===== src/hw/vpic_pkg.sv =====
// shared constants for the vectored priority interrupt controller
package vpic_pkg;
  localparam int          NUM_SRC      = 24;
  localparam int          NUM_GRP      = 3;
  localparam logic [11:0] REQ0_OFS     = 12'hFC0;
  localparam logic [11:0] HI_REL_OFS   = 12'h001;
  localparam logic [11:0] LO_REL_OFS   = 12'h002;
  localparam logic [11:0] GRP_STRIDE   = 12'h003;
  localparam logic [11:0] EDGE_SEL_OFS = 12'hFCD;
  localparam logic [11:0] PORT_SEL_OFS = 12'hFCE;
  localparam logic [11:0] CTRL_OFS     = 12'hFCF;
  localparam int          GATE_BIT     = 7;
  localparam logic [7:0]  REQ_RST      = 8'h00;
  localparam logic [7:0]  EN_RST       = 8'h00;
  localparam logic [7:0]  SEL_RST      = 8'h00;
  localparam logic [7:0]  RD_UNMAPPED  = 8'h00;
  localparam logic [15:0] VEC_RESET    = 16'h0002;
  localparam logic [15:0] VEC_WDT      = 16'h0004;
  localparam logic [15:0] VEC_ILLEGAL  = 16'h0006;
  localparam logic [15:0] VEC_BASE     = 16'h0008;
  localparam logic [15:0] VEC_LAST     = 16'h0036;
  localparam logic [1:0]  LVL_OFF      = 2'h0;
  localparam logic [1:0]  LVL_1        = 2'h1;
  localparam logic [1:0]  LVL_2        = 2'h2;
  localparam logic [1:0]  LVL_3        = 2'h3;
endpackage


===== src/hw/vpic_ctrl.sv =====
// vectored priority interrupt controller with request latches and register port
// Operation
// [RULE_01] 24 vectors: 12 pin, 12 peripheral sources
// [RULE_02] vector word: high byte even, low odd
// [RULE_03] vectors 0002H..0036H, table order is priority
// [RULE_04] watchdog 0004H, illegal trap 0006H, not interrupt
// [RULE_05] eight peripherals on 0008H..0016H in order
// [RULE_06] shared pins 7..0 on 0018H..0026H, edge select
// [RULE_07] timer3, uart1 rx/tx, dma on 0028H..002EH
// [RULE_08] four dual-edge pins on 0030H..0036H
// [RULE_09] master gate bit written 1/0 enables/disables
// [RULE_10] enable and return instructions set gate
// [RULE_11] disable, ack, reset, traps clear gate
// [RULE_12] level 3 beats 2, 2 beats 1
// [RULE_13] same level: lower vector wins
// [RULE_14] watchdog and traps outrank programmable interrupts
// [RULE_15] one-cycle source pulse sets request bit
// [RULE_16] acknowledge clears the winning request bit
// [RULE_17] software write 0 clears, 1 sets request
// [RULE_18] software uses atomic read-modify-write on requests
// [RULE_19] gate set forwards winner, else polling only
// [RULE_20] enables never alter request register reads
// [RULE_21] request_latch_0 bits: t2..adc, rw, reset 0
// [RULE_22] watchdog is controlled outside these registers
// [RULE_23] high/low bit pair sets level or off
// [RULE_24] port select picks one shared pin source
// [RULE_25] disabled pending request stays latched, unforwarded
// [RULE_26] vector supplied in cycle request bit clears
`timescale 1ns/10ps
module vpic_ctrl (
  input  wire logic        sys_clk,
  input  wire logic        resetn,
  input  wire logic [11:0] reg_addr,
  input  wire logic [7:0]  reg_wdata,
  input  wire logic        reg_wr,
  input  wire logic        reg_rd,
  output logic      [7:0]  reg_rdata,
  input  wire logic [7:0]  periph0_pulse,
  input  wire logic [3:0]  periph2_pulse,
  input  wire logic [7:0]  pin_port_a,
  input  wire logic [7:0]  pin_port_d,
  input  wire logic [3:0]  pin_port_c,
  input  wire logic        wdt_irq,
  input  wire logic        enable_irq_instruction,
  input  wire logic        disable_irq_instruction,
  input  wire logic        return_from_irq_instruction,
  input  wire logic        cpu_trap,
  input  wire logic        cpu_illegal_trap,
  input  wire logic        cpu_ack,
  output logic             irq_pending,
  output logic      [15:0] irq_vector,
  output logic             master_irq_gate
);
  import vpic_pkg::*;

  ////////////////////////////////////////////////////////////////////////////
  // state
  logic [23:0] req_q, req_d, pulse_vec;
  logic [23:0] hi_q, lo_q;
  logic [7:0]  edge_sel_q, port_sel_q;
  logic [7:0]  shared_prev_q;
  logic [3:0]  dual_prev_q;
  logic        prime_q;
  logic        gate_q;
  logic        win_valid_q, wdt_win_q;
  logic [4:0]  win_pos_q;
  logic [15:0] vector_q;
  logic [7:0]  rdata_q;
  logic [7:0]  shared_pin, shared_edge;
  logic [3:0]  dual_edge;
  logic [4:0]  best_pos, cand_pos;
  logic [4:0]  best_idx;
  logic [1:0]  best_lvl, cand_lvl;
  logic        best_any;
  logic        gate_clr, gate_set;
  logic        ack_take;
  logic [7:0]  rd_mux;

  ////////////////////////////////////////////////////////////////////////////
  // pin edge detection
  assign shared_pin = (port_sel_q & pin_port_d) | (~port_sel_q & pin_port_a);  // [RULE_24]
  // edge_sel bit 1 picks falling edge, 0 rising
  assign shared_edge = prime_q ? ((shared_pin & ~shared_prev_q & ~edge_sel_q)
                     | (~shared_pin & shared_prev_q & edge_sel_q)) : 8'h00;  // [RULE_06]
  assign dual_edge = prime_q ? (pin_port_c ^ dual_prev_q) : 4'h0;  // [RULE_08]

  // first cycle after reset is not an edge: prev values are not yet real
  always_ff @(posedge sys_clk or negedge resetn) begin
    if (!resetn) begin
      shared_prev_q <= 8'h00;
      dual_prev_q   <= 4'h0;
      prime_q       <= 1'b0;
    end else begin
      shared_prev_q <= shared_pin;
      dual_prev_q   <= pin_port_c;
      prime_q       <= 1'b1;
    end
  end

  // group 0 peripherals, group 1 shared pins, group 2 late peripherals + dual pins
  assign pulse_vec = {periph2_pulse, dual_edge, shared_edge, periph0_pulse};  // [RULE_01]

  ////////////////////////////////////////////////////////////////////////////
  // request latches, one per source
  assign ack_take = cpu_ack && irq_pending && win_valid_q && !wdt_win_q;

  generate
    for (genvar g = 0; g < NUM_SRC; g++) begin : g_req
      localparam logic [11:0] OFS = REQ0_OFS + GRP_STRIDE * 12'(g / 8);
      always_comb begin
        req_d[g] = req_q[g];
        if (ack_take && win_pos_q == 5'(g)) begin
          req_d[g] = 1'b0;  // [RULE_16]
        end
        if (reg_wr && reg_addr == OFS) begin
          req_d[g] = reg_wdata[g % 8];  // [RULE_17]
        end
        // a source pulse wins over any clear in the same cycle
        if (pulse_vec[g]) begin
          req_d[g] = 1'b1;  // [RULE_15]
        end
      end
    end
  endgenerate

  always_ff @(posedge sys_clk or negedge resetn) begin
    if (!resetn) begin
      req_q <= {REQ_RST, REQ_RST, REQ_RST};  // [RULE_21]
    end else begin
      req_q <= req_d;
    end
  end

  ////////////////////////////////////////////////////////////////////////////
  // configuration registers
  always_ff @(posedge sys_clk or negedge resetn) begin
    if (!resetn) begin
      hi_q       <= {EN_RST, EN_RST, EN_RST};
      lo_q       <= {EN_RST, EN_RST, EN_RST};
      edge_sel_q <= SEL_RST;
      port_sel_q <= SEL_RST;
    end else if (reg_wr) begin
      for (int k = 0; k < NUM_GRP; k++) begin
        if (reg_addr == REQ0_OFS + GRP_STRIDE * 12'(k) + HI_REL_OFS) begin
          hi_q[k*8 +: 8] <= reg_wdata;  // [RULE_23]
        end
        if (reg_addr == REQ0_OFS + GRP_STRIDE * 12'(k) + LO_REL_OFS) begin
          lo_q[k*8 +: 8] <= reg_wdata;  // [RULE_23]
        end
      end
      if (reg_addr == EDGE_SEL_OFS) begin
        edge_sel_q <= reg_wdata;
      end
      if (reg_addr == PORT_SEL_OFS) begin
        port_sel_q <= reg_wdata;
      end
    end
  end

  ////////////////////////////////////////////////////////////////////////////
  // master gate
  assign gate_clr = disable_irq_instruction || ack_take || (cpu_ack && wdt_win_q)
                  || cpu_trap || cpu_illegal_trap
                  || (reg_wr && reg_addr == CTRL_OFS && !reg_wdata[GATE_BIT]);  // [RULE_11]
  assign gate_set = enable_irq_instruction || return_from_irq_instruction
                  || (reg_wr && reg_addr == CTRL_OFS && reg_wdata[GATE_BIT]);  // [RULE_10]

  // a disabling event beats an enabling one so a trap cannot be re-entered
  always_ff @(posedge sys_clk or negedge resetn) begin
    if (!resetn) begin
      gate_q <= 1'b0;  // [RULE_11]
    end else if (gate_clr) begin
      gate_q <= 1'b0;  // [RULE_09]
    end else if (gate_set) begin
      gate_q <= 1'b1;  // [RULE_09]
    end
  end

  ////////////////////////////////////////////////////////////////////////////
  // arbitration, scanned lowest priority first so later hits override
  always_comb begin
    best_idx = 5'h00;
    best_pos = 5'h00;
    best_lvl = LVL_OFF;
    best_any = 1'b0;
    cand_pos = 5'h00;
    cand_lvl = LVL_OFF;
    for (int i = NUM_SRC - 1; i >= 0; i--) begin
      // table index i maps to bit 7-(i%8) of group i/8
      cand_pos = 5'(8 * (i / 8) + 7 - (i % 8));  // [RULE_05] [RULE_07]
      cand_lvl = {hi_q[cand_pos], lo_q[cand_pos]};
      // off-level requests stay latched but never win
      if (req_d[cand_pos] && cand_lvl != LVL_OFF && cand_lvl >= best_lvl) begin  // [RULE_25]
        best_idx = 5'(i);  // [RULE_13]
        best_pos = cand_pos;
        best_lvl = cand_lvl;  // [RULE_12]
        best_any = 1'b1;
      end
    end
  end

  // watchdog is enabled elsewhere; here it only outranks everything
  always_ff @(posedge sys_clk or negedge resetn) begin
    if (!resetn) begin
      win_valid_q <= 1'b0;
      wdt_win_q   <= 1'b0;
      win_pos_q   <= 5'h00;
      vector_q    <= VEC_RESET;
    end else begin
      win_valid_q <= best_any || wdt_irq;
      wdt_win_q   <= wdt_irq;  // [RULE_14] [RULE_22]
      win_pos_q   <= best_pos;
      if (wdt_irq) begin
        vector_q <= VEC_WDT;  // [RULE_04]
      end else begin
        // each entry is a two-byte word, so the step is two
        vector_q <= VEC_BASE + {10'h000, best_idx, 1'b0};  // [RULE_02] [RULE_03]
      end
    end
  end

  // vector stays valid during the acknowledge cycle itself
  assign irq_pending     = gate_q && win_valid_q;  // [RULE_19]
  assign irq_vector      = vector_q;  // [RULE_26]
  assign master_irq_gate = gate_q;

  ////////////////////////////////////////////////////////////////////////////
  // register read port, data one cycle after the strobe
  always_comb begin
    rd_mux = RD_UNMAPPED;
    for (int k = 0; k < NUM_GRP; k++) begin
      if (reg_addr == REQ0_OFS + GRP_STRIDE * 12'(k)) begin
        rd_mux = req_q[k*8 +: 8];  // [RULE_20]
      end
      if (reg_addr == REQ0_OFS + GRP_STRIDE * 12'(k) + HI_REL_OFS) begin
        rd_mux = hi_q[k*8 +: 8];
      end
      if (reg_addr == REQ0_OFS + GRP_STRIDE * 12'(k) + LO_REL_OFS) begin
        rd_mux = lo_q[k*8 +: 8];
      end
    end
    if (reg_addr == EDGE_SEL_OFS) begin
      rd_mux = edge_sel_q;
    end
    if (reg_addr == PORT_SEL_OFS) begin
      rd_mux = port_sel_q;
    end
    if (reg_addr == CTRL_OFS) begin
      rd_mux = {gate_q, 7'h00};
    end
  end

  always_ff @(posedge sys_clk or negedge resetn) begin
    if (!resetn) begin
      rdata_q <= 8'h00;
    end else if (reg_rd) begin
      rdata_q <= rd_mux;
    end
  end

  assign reg_rdata = rdata_q;
endmodule


===== config.mk =====
export PLATFORM = sky130hd
export DESIGN_NAME = vpic_ctrl
export DESIGN_NICKNAME = d
export VERILOG_FILES = /design/src/hw/vpic_pkg.sv /design/src/hw/vpic_ctrl.sv
export SDC_FILE = /design/constraint.sdc
export NUM_CORES = 1
export LEC_CHECK = 0
export BUFFER_PORTS_ARGS = -buffer_cell sky130_fd_sc_hd__buf_2
export CAP_MARGIN = 5
export CELL_PAD_IN_SITES_DETAIL_PLACEMENT = 0
export CELL_PAD_IN_SITES_GLOBAL_PLACEMENT = 2
export CORE_AREA = 4 4 189 191
export DETAILED_ROUTE_END_ITERATION = 12
export DIE_AREA = 0 0 193 195
export GPL_ROUTABILITY_DRIVEN = 0
export GPL_TIMING_DRIVEN = 1
export PLACE_DENSITY_LB_ADDON = 0.1
export SYNTH_ARGS = -nofsm -noshare
export SYNTH_HDL_FRONTEND = slang
export SYNTH_SLANG_ARGS = --single-unit

===== constraint.sdc =====
create_clock -name sys_clk -period 29 [get_ports sys_clk]
set_input_delay 5.8 -clock sys_clk [delete_from_list [all_inputs] [get_ports sys_clk]]
set_output_delay 5.8 -clock sys_clk [all_outputs]
set_load 0.01 [all_outputs]

==> results.toml <==
[status]
outcome = "finished, violations left"
violations_in_the_final_reports = "setup timing"

[logic_synthesis]
synth_common_cells = "dfrtp_1, nand2_1, mux2_2, inv_1, a21oi_1"
synth_mux_area_share_pct = 10.8
share_of_async_settable_or_async_resettable_flops_after_synthesis_pct = 100
yosys.cell_count.top_type = "dfrtp_1"
synth_top_family_by_area = "compound AO/OA/AOI/OAI gates"
postSynthAreaPerCell_um2 = 9.49
ys_seq_area_share_pct = 36.6
synth-warning-count = 0
number_of_synthesized_flops_with_an_enable_pin = 0
yosys_register_bits = 123
xor_and_xnor_fraction_of_the_mapped_netlist_area_pct = 0.417
synthSimpleGateAreaFrac_pct = 19.3
netlist_area_um2 = 8400
yosys.area.top_type = "dfrtp_1"
synth.area.top_cells = "dfrtp_1, mux2_2, ha_1"
yosysUniqueCellTypes = 101
post-synth-top-area-fraction_pct = 36.3
synth-compound-area-share_pct = 23.0
syn_inst = 885
synth_top_flop_cell = "dfrtp_1"
synth_adder_area_share_pct = 5.48

[cells_and_area]
finalNonFillerCells = 1671
nets = 1302
register_area_um2 = 3080
n_antenna_cell = 0
layout_cell_share_with_drive_strength_beyond_1_pct = 48.9
layout_fillers = 3511
post-route-cell-area_um2 = 12700
multi_input_area_um2 = 5910
area_delta_synth_final_pct = 51.1

[critical_path]
crit_path_start_kind = "input pin"
crit_path_frequent_cell = "ha_1"
cp.arrival_ps = 30410
critical_path_peak_fanout = 5
critPathMaxStageDelay_ps = 470
reg2reg_from = "win_pos_q[0]"
timing.critical_path.required_ps = 29300
setup.worst_path.class = "in -> reg"
cp_slowest_cell = "or4_4"
critPathCaptureType = "flop"
crit_start = "reg_addr[4]"

[timing]
unrepaired_setup_endpoints_after_global_routing = "yes"
worst_setup_slack_after_layout_ps = -1110
slew_headroom_pct = 32.5
fin_hold_viols = 0
transition_time_of_the_tightest_slew_check_pin_ps = 1000
report.final.setup_viol = 11
min_period_ps = 30110
fin_setup_tns_ps = -10000
fmax_mhz = 33.2
fin_crit_sh_pct = 104
worst_clk_skew_ps = 13.6
drv_slew = 0

[pwr]
leakage_power_nw = 5.77
vdd_ir_drop_max_uv = 28.3
total_power_w = 0.000497
power_density_nw_per_um2 = 39.2

[worst_hold_path]
worst_min_delay_path_class = "reg -> reg"
min_from = "reg_rdata[3]"

[drt]
vias_per_cell = 5.00
dr.first_iter.drc_count = 506
route.antenna.remaining_nets = 0
wire_length_reported_by_the_detailed_router_mm = 37.3
dr_total_vias = 8351
number_of_drc_violations_after_detailed_routing = 0
avgRoutedWirePerCell_um = 22.3
firstDrtPassIters = 5

[clock_tree]
tritoncts.num_buffers = 17
clock-sinks = 123
clkSlewWorstSetupHoldPaths_ps = 70
clkLatencyLatePin_ps = 430
cts.htree.levels = 4
ctsRootBufferMaster = "clkbuf_16"
tritoncts = "built"
clk_path_buf_depth = 2

[placed_design]
dpl_cell_area_um2 = 10800
io_buffers = 78
dpl.hpwl_mm = 28.8
post-place-cells = 1550

[die]
core-area_um2 = 34100
io-pin-count = 89
fp.dieW_um = 193
floorplan.die_area_um2 = 37600
starting_density_of_the_core_pct = 24.6
placementRows = 68
die-height_um = 195

[grt]
first_global_vias = 8366
grt-ovfl-total = 0
grt_pass1_wl_mm = 54.2
track_usage_pct = 19.5
antenna_found_initial = 1
grt_start_max_net_pins = 70

[run]
cap_violations = 0
layout make-up:
| type | instances | share of cell area (%) |
|---|---|---|
| clock buffers | 17 | 3.35 |
| clock inverters | 15 | 2.03 |
| well taps | 455 | 4.48 |
| repair buffers | 317 | 17.6 |
| multi-input cells | 689 | 46.6 |
| flip-flops and latches | 123 | 24.3 |
| inverters | 55 | 1.67 |
power by group:
group | total (W) | switching [W] | internal [W]
sequential | 0.000179 | 0.00000445 | 0.000175
combinational | 0.0000626 | 0.0000338 | 0.0000289
clock | 0.000255 | 0.0000921 | 0.000163
total | 0.000497 | 0.000130 | 0.000367
registers in the layout, summed over array words and instances, names as in the netlist:
| register | flops |
|---|---|
| win_pos_q | 5 |
| dual_prev_q | 4 |
| shared_prev_q | 8 |
| reg_rdata | 8 |
| master_irq_gate | 1 |
| win_valid_q | 1 |
| hi_q | 24 |
| req_q | 24 |
| irq_vector | 6 |
| lo_q | 24 |
| wdt_win_q | 1 |
| edge_sel_q | 8 |
| port_sel_q | 8 |
| prime_q | 1 |
layout by cell type (no fill, tap or decap), types with 20 or more instances in the layout:
master / netlist / layout
buf_4: 12 / 232
dfrtp_1: 122 / 122
buf_2: 2 / 74
nand2_1: 84 / 72
mux2_2: 61 / 61
inv_1: 55 / 52
nor2_1: 42 / 39
ha_1: 36 / 30
o21ai_0: 40 / 29
a21oi_1: 51 / 25
a22oi_1: 20 / 20
critical path: cells and delay by family:
kind | cells | cell delay [ps]
compound gates | 61 | 8370
buf+inv | 19 | 1970
mux | 1 | 200
simple gates | 55 | 8460
fa+ha+maj | 22 | 5690
kinds of logic after synthesis:
group	Yosys count
XOR/XNOR	4
multiplexers	78
adder cells (fa/ha/maj)	37
buffers and inverters	83
other	2
AO/OA/AOI/OAI	264
flip-flops	123
AND/OR/NAND/NOR	294
path summary, 6_finish.rpt:
path | to | slack [ps] | cells past startpoint
worst min-delay path | reg_rdata[3] | 520 | 2
worst max register to register | win_valid_q | 3520 | 158
min in group asynchronous | dual_prev_q[2] | 5330 | 1
max in group asynchronous | hi_q[17] | 22290 | 2
worst min register to register | reg_rdata[3] | 520 | 2
worst max-delay path | win_valid_q | -1110 | 158
per-layer routing:
layer  routed length, um  global-route usage [%]  vias to the layer above  part of all wire, %
li1                    -                       -                     3956                    -
met1               17600                    27.3                     4188                   47
met2               17500                    31.6                      168                   47
met3                1400                    2.61                       39                  3.8
met4                 829                    5.11                        0                  2.2
met5                   0                       0                        -                    0
metrics by stage:
stage | worst slack, ps | utilization (%) | hold slack [ps]
6_report | -1110 | 37.2 | 518
2_1_floorplan | -1050 | - | 485
5_1_grt | -2620 | 37.2 | 535
3_5_place_dp | -2810 | 31.6 | 511
4_1_cts | -1520 | 36.1 | 525
3_3_place_gp | -2640 | 31.6 | 503
repair_timing:
| action | CTS | global route |
|---|---|---|
| gates cloned | 0 | 0 |
| pin swaps | 77 | 36 |
| hold buffers | 0 | 0 |
| setup endpoints to repair | 11 | 11 |
| buffers inserted | 71 | 19 |
| resized for setup | 68 | 41 |
(Power assumes the default switching activity.)
